File: src/datapath_cfg.svh
// Offsets, field positions, reset values and counts of the shift-left product datapath.
`ifndef DATAPATH_CFG_SVH
`define DATAPATH_CFG_SVH

// ----------------------------------------------------------------
// Register byte offsets
// ----------------------------------------------------------------
`define OFF_CMD 8'h00
`define OFF_SHIFT 8'h04
`define OFF_STATUS 8'h08
`define OFF_PRODHI 8'h0C
`define OFF_STRLEN 8'h10
`define OFF_ADDRPTR 8'h14
`define OFF_ADDRSTEP 8'h18
`define OFF_OPERAND2 8'h1C
`define OFF_PC 8'h20
`define OFF_ACCPTR 8'h24
`define OFF_REPEAT 8'h28
`define REGION_ACC 2'b01
`define REGION_MEM 2'b10

// ----------------------------------------------------------------
// Status register bit positions
// ----------------------------------------------------------------
`define ST_XM_BIT 0
`define ST_OF_BIT 1
`define ST_SF_BIT 2
`define ST_ZF_BIT 3
`define ST_CF_BIT 4
`define ST_TAG_BIT 5
`define ST_BUSY_BIT 8

// ----------------------------------------------------------------
// Reset values and counts
// ----------------------------------------------------------------
`define RST_NIBBLE 4'h0
`define RST_WORD16 16'h0000
`define RST_WORD17 17'h0_0000
`define ACC_OFFSET 4'h8
`define ADDR_POST_INC 16'h0002
`define STR_EXTRA_NORMAL 5'h01
`define STR_EXTRA_REPEAT 5'h02

`endif

File: src/datapath_pkg.sv
// Types shared by the shift-left product datapath files.
package datapath_pkg;

    typedef enum logic [3:0] {
        ST_IDLE = 4'b0001,
        ST_PREP = 4'b0010,
        ST_RUN = 4'b0100,
        ST_DONE = 4'b1000
    } state_t;

    typedef enum logic [1:0] {
        OP_TO_PRODUCT = 2'h0,
        OP_SUB_LOW = 2'h1,
        OP_STR_SUB_LOW = 2'h2,
        OP_STR_ADD_LOW = 2'h3
    } opcode_t;

    typedef enum logic [1:0] {
        MOD_NONE = 2'h0,
        MOD_PRE_INC = 2'h1,
        MOD_PRE_DEC = 2'h2,
        MOD_SPARE = 2'h3
    } ptr_mod_t;

    typedef enum logic [1:0] {
        ADR_INDIRECT = 2'h0,
        ADR_POST_INC = 2'h1,
        ADR_PLUS_STEP = 2'h2,
        ADR_DIRECT = 2'h3
    } addr_mode_t;

    typedef struct packed {
        logic [5:0] spare;
        logic repeatPrefix;
        addr_mode_t addrMode;
        ptr_mod_t modifier;
        logic dstOffset;
        logic srcOffset;
        logic srcMemory;
        opcode_t op;
    } command_t;

    typedef struct packed {
        logic tag;
        logic carryFlag;
        logic zeroFlag;
        logic signFlag;
        logic overflowFlag;
    } flags_t;

endpackage

File: src/shift_word_unit.sv
// One 16-bit slice of the left shifter with carry-in of bits shifted out below.
`timescale 1ns/100ps

module shift_word_unit (
    input wire logic [15:0] wordIn,
    input wire logic [15:0] carryIn,
    input wire logic [3:0] shiftAmt,
    input wire logic signFill,
    output logic [15:0] lowOut,
    output logic [15:0] carryOut
);
    logic [31:0] extended;
    logic [31:0] shifted;

    // RL2 left fill select
    assign extended = {(signFill ? {16{wordIn[15]}} : 16'h0000), wordIn};
    // RL8 zeros enter right
    assign shifted = extended << shiftAmt;
    assign lowOut = shifted[15:0] | carryIn;
    assign carryOut = shifted[31:16];
endmodule

File: src/shift_left_product_datapath.sv
// Shift-left product datapath with APB register access.
// Operation
// RL1 - String shift to product shifts the string left by the shift value.
// RL2 - Left fill is zeros or sign copies per extended sign mode.
// RL3 - String shift to product latches upper word into product high.
// RL4 - String shift to product leaves all source accumulators unchanged.
// RL5 - Under repeat prefix the string length is the register plus two.
// RL6 - String shift to product updates overflow, sign, zero and carry flags.
// RL7 - Shift with subtract adjusts the accumulator pointer before shifting.
// RL8 - Shift with subtract forms a 32-bit result with zeros on the right.
// RL9 - Shift with subtract places the upper word into product high.
// RL10 - Shift with subtract subtracts product low from destination and stores it.
// RL11 - Shift with subtract passes shifted-out bits to the following accumulator.
// RL12 - Shift with subtract sets flags, and tag when source is memory.
// RL13 - Plus-second-register addressing adds the step to the pointer after access.
// RL14 - Post-increment addressing advances the pointer by two per word.
// RL15 - String shift with add adds product low into the destination string.
// RL16 - Pre-increment moves the pointer before using the new accumulator.
// RL17 - Memory form may take a second word as direct address.
// RL18 - Program counter advances by one at completion unless repeat holds it.
//
// Added by the designer: register access over APB and the placing of the registers.
`timescale 1ns/100ps
`include "datapath_cfg.svh"

module shift_left_product_datapath
    import datapath_pkg::*;
(
    input wire logic clk,
    input wire logic rstn,
    input wire logic psel,
    input wire logic penable,
    input wire logic pwrite,
    input wire logic [7:0] paddr,
    input wire logic [31:0] pwdata,
    output logic [31:0] prdata,
    output logic pready,
    output logic pslverr
);
    // ----------------------------------------------------------------
    // State
    // ----------------------------------------------------------------
    state_t state_r;
    command_t cmd_r;
    flags_t flags_r;
    logic [3:0] shiftVal_r;
    logic [3:0] strLen_r;
    logic [3:0] accPtr_r;
    logic [3:0] repeatCnt_r;
    logic [3:0] iterLeft_r;
    logic xm_r;
    logic [15:0] productHigh_r;
    logic [15:0] addrPtr_r;
    logic [15:0] addrStep_r;
    logic [15:0] operand2_r;
    logic [15:0] pc_r;
    logic [15:0] workAddr_r;
    logic [15:0] carry_r;
    logic [4:0] words_r;
    logic [4:0] idx_r;
    logic chain_r;
    logic zeroAcc_r;
    logic [31:0] prdata_r;
    logic pslverr_r;
    logic [15:0] acc_r [16];
    logic [16:0] mem_r [16];

    // ----------------------------------------------------------------
    // APB slave
    // ----------------------------------------------------------------
    logic busy;
    logic hit;
    logic badAccess;
    logic wrEn;
    logic startCmd;
    logic [31:0] rdData;
    command_t newCmd;

    assign busy = (state_r != ST_IDLE);
    assign pready = psel & penable;
    assign prdata = prdata_r;
    assign pslverr = pslverr_r;
    assign newCmd = command_t'(pwdata[15:0]);

    always_comb begin
        rdData = 32'h0000_0000;
        hit = 1'b1;
        if (paddr[1:0] != 2'b00) begin
            hit = 1'b0;
        end else if (paddr[7:6] == `REGION_ACC) begin
            rdData = {16'h0000, acc_r[paddr[5:2]]};
        end else if (paddr[7:6] == `REGION_MEM) begin
            rdData = {15'h0000, mem_r[paddr[5:2]]};
        end else begin
            case (paddr)
                `OFF_CMD: rdData = {16'h0000, cmd_r};
                `OFF_SHIFT: rdData = {28'h000_0000, shiftVal_r};
                `OFF_STATUS: begin
                    rdData[`ST_XM_BIT] = xm_r;
                    rdData[`ST_OF_BIT] = flags_r.overflowFlag;
                    rdData[`ST_SF_BIT] = flags_r.signFlag;
                    rdData[`ST_ZF_BIT] = flags_r.zeroFlag;
                    rdData[`ST_CF_BIT] = flags_r.carryFlag;
                    rdData[`ST_TAG_BIT] = flags_r.tag;
                    rdData[`ST_BUSY_BIT] = busy;
                end
                `OFF_PRODHI: rdData = {16'h0000, productHigh_r};
                `OFF_STRLEN: rdData = {28'h000_0000, strLen_r};
                `OFF_ADDRPTR: rdData = {16'h0000, addrPtr_r};
                `OFF_ADDRSTEP: rdData = {16'h0000, addrStep_r};
                `OFF_OPERAND2: rdData = {16'h0000, operand2_r};
                `OFF_PC: rdData = {16'h0000, pc_r};
                `OFF_ACCPTR: rdData = {28'h000_0000, accPtr_r};
                `OFF_REPEAT: rdData = {28'h000_0000, repeatCnt_r};
                default: hit = 1'b0;
            endcase
        end
    end

    // Writes during an instruction are refused so that software never races the datapath.
    assign badAccess = ~hit | (pwrite & busy) | (pwrite & (paddr == `OFF_PRODHI));
    assign wrEn = psel & penable & pwrite & ~badAccess;
    assign startCmd = wrEn & (paddr == `OFF_CMD);

    always_ff @(posedge clk) begin
        if (!rstn) begin
            prdata_r <= 32'h0000_0000;
            pslverr_r <= 1'b0;
        end else if (psel & ~penable) begin
            prdata_r <= badAccess ? 32'h0000_0000 : rdData;
            pslverr_r <= badAccess;
        end
    end

    always_ff @(posedge clk) begin
        if (!rstn) begin
            shiftVal_r <= `RST_NIBBLE;
            strLen_r <= `RST_NIBBLE;
            repeatCnt_r <= `RST_NIBBLE;
            xm_r <= 1'b0;
            addrStep_r <= `RST_WORD16;
            operand2_r <= `RST_WORD16;
        end else if (wrEn) begin
            case (paddr)
                `OFF_SHIFT: shiftVal_r <= pwdata[3:0];
                `OFF_STRLEN: strLen_r <= pwdata[3:0];
                `OFF_REPEAT: repeatCnt_r <= pwdata[3:0];
                `OFF_STATUS: xm_r <= pwdata[`ST_XM_BIT];
                `OFF_ADDRSTEP: addrStep_r <= pwdata[15:0];
                `OFF_OPERAND2: operand2_r <= pwdata[15:0];
                default: xm_r <= xm_r;
            endcase
        end
    end

    // ----------------------------------------------------------------
    // Datapath
    // ----------------------------------------------------------------
    logic [3:0] srcIdx;
    logic [3:0] dstIdx;
    logic [3:0] memIdx;
    logic [15:0] srcWord;
    logic [15:0] dstWord;
    logic [15:0] lowWord;
    logic [15:0] carryOut;
    logic [15:0] resWord;
    logic [16:0] sum17;
    logic [16:0] diff17;
    logic resCarry;
    logic resOvf;
    logic isLast;
    logic isAdd;
    logic running;

    assign running = (state_r == ST_RUN);
    assign isAdd = (cmd_r.op == OP_STR_ADD_LOW);
    assign srcIdx = accPtr_r + (cmd_r.srcOffset ? `ACC_OFFSET : 4'h0) + idx_r[3:0];
    assign dstIdx = accPtr_r + (cmd_r.dstOffset ? `ACC_OFFSET : 4'h0) + idx_r[3:0];
    assign memIdx = workAddr_r[4:1];
    assign srcWord = cmd_r.srcMemory ? mem_r[memIdx][15:0] : acc_r[srcIdx];
    assign dstWord = acc_r[dstIdx];
    assign isLast = (idx_r == words_r - 5'h01);

    // RL1 shift by value
    // RL2 sign fill on top word
    shift_word_unit shift_word_unit_i (
        .wordIn(srcWord),
        .carryIn(carry_r),
        .shiftAmt(shiftVal_r),
        .signFill(xm_r & isLast),
        .lowOut(lowWord),
        .carryOut(carryOut)
    );

    // RL10 subtract product low
    assign diff17 = {1'b0, dstWord} - {1'b0, lowWord} - {16'h0000, chain_r};
    // RL15 add product low
    assign sum17 = {1'b0, dstWord} + {1'b0, lowWord} + {16'h0000, chain_r};
    assign resWord = isAdd ? sum17[15:0] : diff17[15:0];
    assign resCarry = isAdd ? sum17[16] : diff17[16];
    assign resOvf = isAdd ? ((dstWord[15] == lowWord[15]) && (resWord[15] != dstWord[15]))
                          : ((dstWord[15] != lowWord[15]) && (resWord[15] != dstWord[15]));

    // ----------------------------------------------------------------
    // Sequencer
    // ----------------------------------------------------------------
    always_ff @(posedge clk) begin
        if (!rstn) begin
            state_r <= ST_IDLE;
        end else begin
            case (state_r)
                ST_IDLE: if (startCmd) state_r <= ST_PREP;
                ST_PREP: state_r <= ST_RUN;
                ST_RUN: if (isLast) state_r <= ST_DONE;
                ST_DONE: state_r <= (iterLeft_r != 4'h0) ? ST_PREP : ST_IDLE;
                default: state_r <= ST_IDLE;
            endcase
        end
    end

    always_ff @(posedge clk) begin
        if (!rstn) begin
            cmd_r <= '0;
            words_r <= 5'h00;
            iterLeft_r <= `RST_NIBBLE;
        end else if (startCmd) begin
            cmd_r <= newCmd;
            // RL5 repeat lengthens string
            if (newCmd.op == OP_SUB_LOW) begin
                words_r <= 5'h01;
            end else begin
                words_r <= {1'b0, strLen_r} +
                           (newCmd.repeatPrefix ? `STR_EXTRA_REPEAT : `STR_EXTRA_NORMAL);
            end
            iterLeft_r <= (newCmd.op == OP_SUB_LOW && newCmd.repeatPrefix) ? repeatCnt_r
                                                                             : `RST_NIBBLE;
        end else if (state_r == ST_DONE && iterLeft_r != 4'h0) begin
            iterLeft_r <= iterLeft_r - 4'h1;
        end
    end

    // The pointer moves in the cycle before the first word is read, never during the shift.
    always_ff @(posedge clk) begin
        if (!rstn) begin
            accPtr_r <= `RST_NIBBLE;
        end else if (wrEn && paddr == `OFF_ACCPTR) begin
            accPtr_r <= pwdata[3:0];
        end else if (state_r == ST_PREP) begin
            // RL7 pre-modify pointer first
            if (cmd_r.modifier == MOD_PRE_INC) begin
                // RL16 pre-increment pointer
                accPtr_r <= accPtr_r + 4'h1;
            end else if (cmd_r.modifier == MOD_PRE_DEC) begin
                accPtr_r <= accPtr_r - 4'h1;
            end
        end
    end

    always_ff @(posedge clk) begin
        if (!rstn) begin
            idx_r <= 5'h00;
            carry_r <= `RST_WORD16;
            chain_r <= 1'b0;
            zeroAcc_r <= 1'b1;
        end else if (state_r == ST_PREP) begin
            idx_r <= 5'h00;
            carry_r <= `RST_WORD16;
            chain_r <= 1'b0;
            zeroAcc_r <= 1'b1;
        end else if (running) begin
            // RL11 shifted bits to next word
            idx_r <= idx_r + 5'h01;
            carry_r <= carryOut;
            chain_r <= resCarry;
            zeroAcc_r <= zeroAcc_r &
                ((cmd_r.op == OP_TO_PRODUCT) ? (lowWord == 16'h0000) : (resWord == 16'h0000));
        end
    end

    always_ff @(posedge clk) begin
        if (!rstn) begin
            workAddr_r <= `RST_WORD16;
        end else if (state_r == ST_PREP) begin
            // RL17 second word as address
            workAddr_r <= (cmd_r.addrMode == ADR_DIRECT) ? operand2_r : addrPtr_r;
        end else if (running && cmd_r.srcMemory) begin
            // RL13 add step after access
            // RL14 advance by two
            workAddr_r <= workAddr_r +
                ((cmd_r.addrMode == ADR_PLUS_STEP) ? addrStep_r : `ADDR_POST_INC);
        end
    end

    always_ff @(posedge clk) begin
        if (!rstn) begin
            addrPtr_r <= `RST_WORD16;
        end else if (wrEn && paddr == `OFF_ADDRPTR) begin
            addrPtr_r <= pwdata[15:0];
        end else if (state_r == ST_DONE && cmd_r.srcMemory &&
                     (cmd_r.addrMode == ADR_POST_INC || cmd_r.addrMode == ADR_PLUS_STEP)) begin
            // RL13 pointer write-back
            addrPtr_r <= workAddr_r;
        end
    end

    always_ff @(posedge clk) begin
        if (!rstn) begin
            productHigh_r <= `RST_WORD16;
        end else if (running && isLast) begin
            // RL3 upper word latched
            // RL9 upper word latched
            productHigh_r <= carryOut;
        end
    end

    always_ff @(posedge clk) begin
        if (!rstn) begin
            flags_r <= '0;
        end else if (running && isLast) begin
            if (cmd_r.op == OP_TO_PRODUCT) begin
                // RL6 product flags
                flags_r.overflowFlag <= 1'b0;
                flags_r.signFlag <= carryOut[15];
                flags_r.zeroFlag <= zeroAcc_r & (lowWord == 16'h0000) & (carryOut == 16'h0000);
                flags_r.carryFlag <= 1'b0;
            end else begin
                // RL12 arithmetic flags
                flags_r.overflowFlag <= resOvf;
                flags_r.signFlag <= resWord[15];
                flags_r.zeroFlag <= zeroAcc_r & (resWord == 16'h0000);
                flags_r.carryFlag <= resCarry;
            end
            // RL12 memory tag
            if (cmd_r.srcMemory) begin
                flags_r.tag <= mem_r[memIdx][16];
            end
        end
    end

    always_ff @(posedge clk) begin
        if (!rstn) begin
            pc_r <= `RST_WORD16;
        end else if (wrEn && paddr == `OFF_PC) begin
            pc_r <= pwdata[15:0];
        end else if (state_r == ST_DONE && iterLeft_r == 4'h0) begin
            // RL18 advance one word
            pc_r <= pc_r + 16'h0001;
        end
    end

    // Accumulators are written over APB and by arithmetic forms; the product form never touches them.
    always_ff @(posedge clk) begin
        if (!rstn) begin
            for (int i = 0; i < 16; i++) begin
                acc_r[i] <= `RST_WORD16;
            end
        end else if (wrEn && paddr[7:6] == `REGION_ACC) begin
            acc_r[paddr[5:2]] <= pwdata[15:0];
        end else if (running && cmd_r.op != OP_TO_PRODUCT) begin
            // RL4 product form skips writes
            acc_r[dstIdx] <= resWord;
            if (cmd_r.op == OP_SUB_LOW && isLast) begin
                // RL11 shifted bits to following
                acc_r[dstIdx + 4'h1] <= carryOut;
            end
        end
    end

    always_ff @(posedge clk) begin
        if (!rstn) begin
            for (int i = 0; i < 16; i++) begin
                mem_r[i] <= `RST_WORD17;
            end
        end else if (wrEn && paddr[7:6] == `REGION_MEM) begin
            mem_r[paddr[5:2]] <= pwdata[16:0];
        end
    end
endmodule

File: config.mk
export PLATFORM = sky130hd
export DESIGN_NAME = shift_left_product_datapath
export DESIGN_NICKNAME = d
export VERILOG_FILES = /design/src/datapath_pkg.sv /design/src/shift_word_unit.sv /design/src/shift_left_product_datapath.sv
export VERILOG_INCLUDE_DIRS = /design/src
export SDC_FILE = /design/constraint.sdc
export NUM_CORES = 2
export LEC_CHECK = 0
export BUFFER_PORTS_ARGS = -buffer_cell sky130_fd_sc_hd__buf_2
export CAP_MARGIN = 20
export CORE_MARGIN = 3
export CORE_UTILIZATION = 60
export CTS_CLUSTER_DIAMETER = 80
export DETAILED_ROUTE_END_ITERATION = 10
export HOLD_SLACK_MARGIN = 0.12
export PLACE_DENSITY_LB_ADDON = 0.08
export REMOVE_ABC_BUFFERS = 1
export SLEW_MARGIN = 10
export SYNTH_ARGS = -nofsm -noshare
export SYNTH_HDL_FRONTEND = slang
export SYNTH_HIERARCHICAL = 1
export SYNTH_SLANG_ARGS = --single-unit
File: constraint.sdc
create_clock -name clk -period 8.8 [get_ports clk]
set_input_delay 1.32 -clock clk [delete_from_list [all_inputs] [get_ports clk]]
set_output_delay 1.32 -clock clk [all_outputs]
set_load 0.005 [all_outputs]
==> run_results.csv <==
group,metric,value,unit
timing,fin_crit,8.12,ns
routing,wl_per_cell,30.6,um
clock_tree,cts.repair.resized,0,
routing,first_pass_iters,6,
synthesis,synth_cells,3760,
synthesis,synth-adder-area-share,2.50,%
routing,dr_wl_met2,64.3,mm
worst_setup_path,cp.arrival,8.50,ns
cells_and_area,nets,3793,
worst_setup_path,crit_fanout,22,
timing,fmax,123,MHz
global_route,antenna_found_initial,7,
clock_tree,cts-root-buf,"clkbuf_16",
synthesis,synth_warnings,6,
routing,antenna_left,0,
cells_and_area,drive_gt1_share,18.7,%
worst_setup_path,worst_r2r_startpoint,"accPtr_r[1]",
cells_and_area,syn_to_final_growth,8.86,%
global_route,grt_pass1_wl,211,mm
routing,vias,33100,
floorplan,die_w,272,um
timing,rsz0062_at_grt,"false",
worst_setup_path,critPathMaxStageDelay,1.09,ns
global_route,track_usage,38.6,%
synthesis,ys_seq_area_share,46.5,%
synthesis,synth-compound-area-share,11.6,%
timing,worstMarginPinSlew,1.18,ns
clock_tree,cts_inserted_buffers,80,
clock_tree,cts_hold_buffers,0,
routing,finalWirelength,143,mm
clock_tree,post_cts_buffers,0,
cells_and_area,final_cell_area,0.0461,mm^2
placement,placed_cell_area,0.0435,mm^2
cells_and_area,n_fill_cell,5249,
placement,gp_congestion,0.957,
floorplan,start_util,61.2,%
clock_tree,clkTransAtPathRegs,0.06,ns
power_and_ir_drop,p_leak,0.0156,uW
synthesis,synth_xor_area_share,1.44,%
worst_setup_path,cp.required,9.17,ns
timing,finalSetupViolCount,0,
global_route,grt_pass1_vias,32500,
synthesis,synth_top_family_by_area,"multiplexers",
synthesis,yosys-mux-area-fraction,20.1,%
min_path,worstHoldStart,"prdata[10]",
worst_setup_path,cp-end-kind,"flip-flop",
power_and_ir_drop,power_density,173,mW/mm^2
synthesis,post_synth_num_cell_types,81,
timing,finClkSkew,0.0263,ns
synthesis,async_reset_ff_share,0,%
timing,relSlewSlack,21.4,%
floorplan,die-height,272,um
synthesis,syn_area_per_cell,11.3,um^2
routing,post-route-drc-count,0,
global_route,grt_max_degree,100,
synthesis,synth_edf_count,528,
clock_tree,cts.sinks,720,
floorplan,coreArea,0.0693,mm^2
synthesis,yosys.area.top_type,"edfxtp_1",
timing,period_share,92.3,%
worst_setup_path,startpoint,"accPtr_r[1]",
clock_tree,htree_levels,3,
timing,slew_viol_final,0,
worst_setup_path,critPathKind,"reg -> reg",
floorplan,ios,79,
synthesis,ys_seq_elements,720,
synthesis,ys_top_cells_by_area,"edfxtp_1 (37%), mux4_2 (17%), dfxtp_1 (9.1%), nand2_1 (5.0%), and2_1 (4.2%)",
status,outcome,"completed",
power_and_ir_drop,ir_worst_vdd,149,uV
routing,wl_met3,19.5,mm
timing,hold_viol,0,
routing,maxUsedRoutingLayer,"met5",
placement,numPortBuffers,48,
floorplan,row_count,96,
clock_tree,cts_tree,"built",
global_route,grt_overflow_total,0,
routing,routed_via_density,7.10,
placement,dp_hpwl,96.1,mm
worst_setup_path,path_cells,"ha_1, ha_4, inv_1, fa_2, buf_4, mux2i_1, nand2_1, o21ai_0, o21ai_0, mux4_2, mux2i_1, o21bai_1, ha_1, ha_1, a21o_1, a2111oi_4, o31ai_2, a311oi_1, o21ai_1, xnor2_1, mux2i_1, mux2i_4, o21ai_1",
clock_tree,clock_latency,0.65,ns
run,maxCapViolations,0,
min_path,hold_class,"reg -> reg",
routing,drtIter0Drc,5441,
synthesis,yosysTopAreaCellShare,37.4,%
synthesis,yosys_most_used_dff,"edfxtp_1",
clock_tree,clockBufferDepth,3,
floorplan,die_area,0.0739,mm^2
routing,drt-met1-wl,51.1,mm
worst_setup_path,critPathSlowestCell,"fa_2",
synthesis,synth_area,0.0424,mm^2
worst_setup_path,worst_setup_path_start_kind,"flip-flop",
timing,tns,0,ns
synthesis,synth-simple-area-share,14.1,%
-- final cells by class --
| class | instances | area, um^2 | area share (%) |
|---|---|---|---|
| flip-flops and latches | 720 | 19700 | 42.7 |
| repair buffers | 165 | 1180 | 2.56 |
| well taps | 931 | 1160 | 2.52 |
| clock buffers | 96 | 2090 | 4.53 |
| diodes | 4 | 10.0 | 0.0217 |
| inverters | 59 | 224 | 0.485 |
| multi-input cells | 2642 | 21300 | 46.2 |
| clock inverters | 50 | 459 | 0.995 |
-- sequential cells by signal, summed over array words and instances (netlist names), 5 cells and up, named ones only --
register	flops
acc_r	256
flags_r	5
mem_r	272
prdata	17
productHigh_r	16
cmd_r	16
words_r	5
pc_r	16
operand2_r	16
idx_r	5
addrPtr_r	16
carry_r	16
workAddr_r	16
addrStep_r	16
-- report_power, final --
part           leakage (uW)  internal [uW]  total (uW)  switching [uW]
clock network       0.00125           1860        3310            1450
registers           0.00656           3760        3820            64.2
logic               0.00774            312         829             517
total                0.0156           5930        7970            2040
-- cells in the final DEF (no fill, tap or decap), types with 43 or more instances in the layout --
master	synthesis	layout
a21oi_1	190	189
a22oi_1	61	61
mux4_2	327	327
buf_2	6	45
mux2i_1	84	77
inv_1	57	56
and2_1	284	284
nor2_1	168	162
o21ai_0	243	230
buf_4	16	114
o21ai_1	42	43
ha_1	72	70
clkbuf_16	0	80
edfxtp_1	528	528
a211oi_1	45	45
a22o_1	70	70
dfxtp_1	192	190
nand2_1	561	561
-- through the flow --
step	utilization [%]	instances	setup slack, ns	hold slack [ns]	total power, uW
finish	66.6	4667	0.676	0.451	7970
detailed placement	62.8	4513	0.934	0.441	4690
floorplan	-	3421	0.507	0.432	4330
global route	66.6	4663	0.435	0.468	8140
global placement	62.8	4512	1.04	0.438	4660
CTS	66.5	4659	0.933	0.450	7940
-- cell families after synthesis --
group                      after synthesis
AOI/OAI and AO/OA                      791
xor gates and xnor gates                67
adders and majority gates               80
buffers and inverters                  412
DFF                                    720
muxes                                  436
other                                    1
and+or+nand+nor                       1253
-- metal layers --
metal | vias to the layer above | GRT usage, %
met5 | - | 0
met4 | 2 | 18.0
met3 | 415 | 10.6
met2 | 2326 | 59.0
met1 | 16500 | 51.8
li1 | 13900 | -
-- worst max-delay path, delay by kind of cell, from the launching register on --
kind / cells / cell delay (ns)
and+or+nand+nor: 1 / 0.11
muxes: 5 / 2.25
AOI/OAI and AO/OA: 9 / 1.92
buffers and inverters: 2 / 0.51
xor gates and xnor gates: 1 / 0.26
DFF: 1 / 0.38
adders and majority gates: 5 / 2.37
-- worst paths after layout --
| kind | end | slack [ns] | depth (start not counted) |
|---|---|---|---|
| worst min register to register | prdata[10] | 0.45 | 2 |
| worst max-delay path | acc_r[9][15] | 0.68 | 23 |
| worst min-delay path | prdata[10] | 0.45 | 2 |
| worst max register to register | acc_r[9][15] | 0.68 | 23 |
-- cells in the mapped netlist, types with 46 or more instances --
master	number
nand2_1	561
a21oi_1	190
buf_1	46
mux4_2	327
o21ai_0	243
inv_1	57
nor2_1	168
edfxtp_1	528
a22oi_1	61
mux2i_1	84
clkbuf_1	283
a22o_1	70
and2_1	284
ha_1	72
dfxtp_1	192
Note: power is estimated with default switching activity, not from simulation.
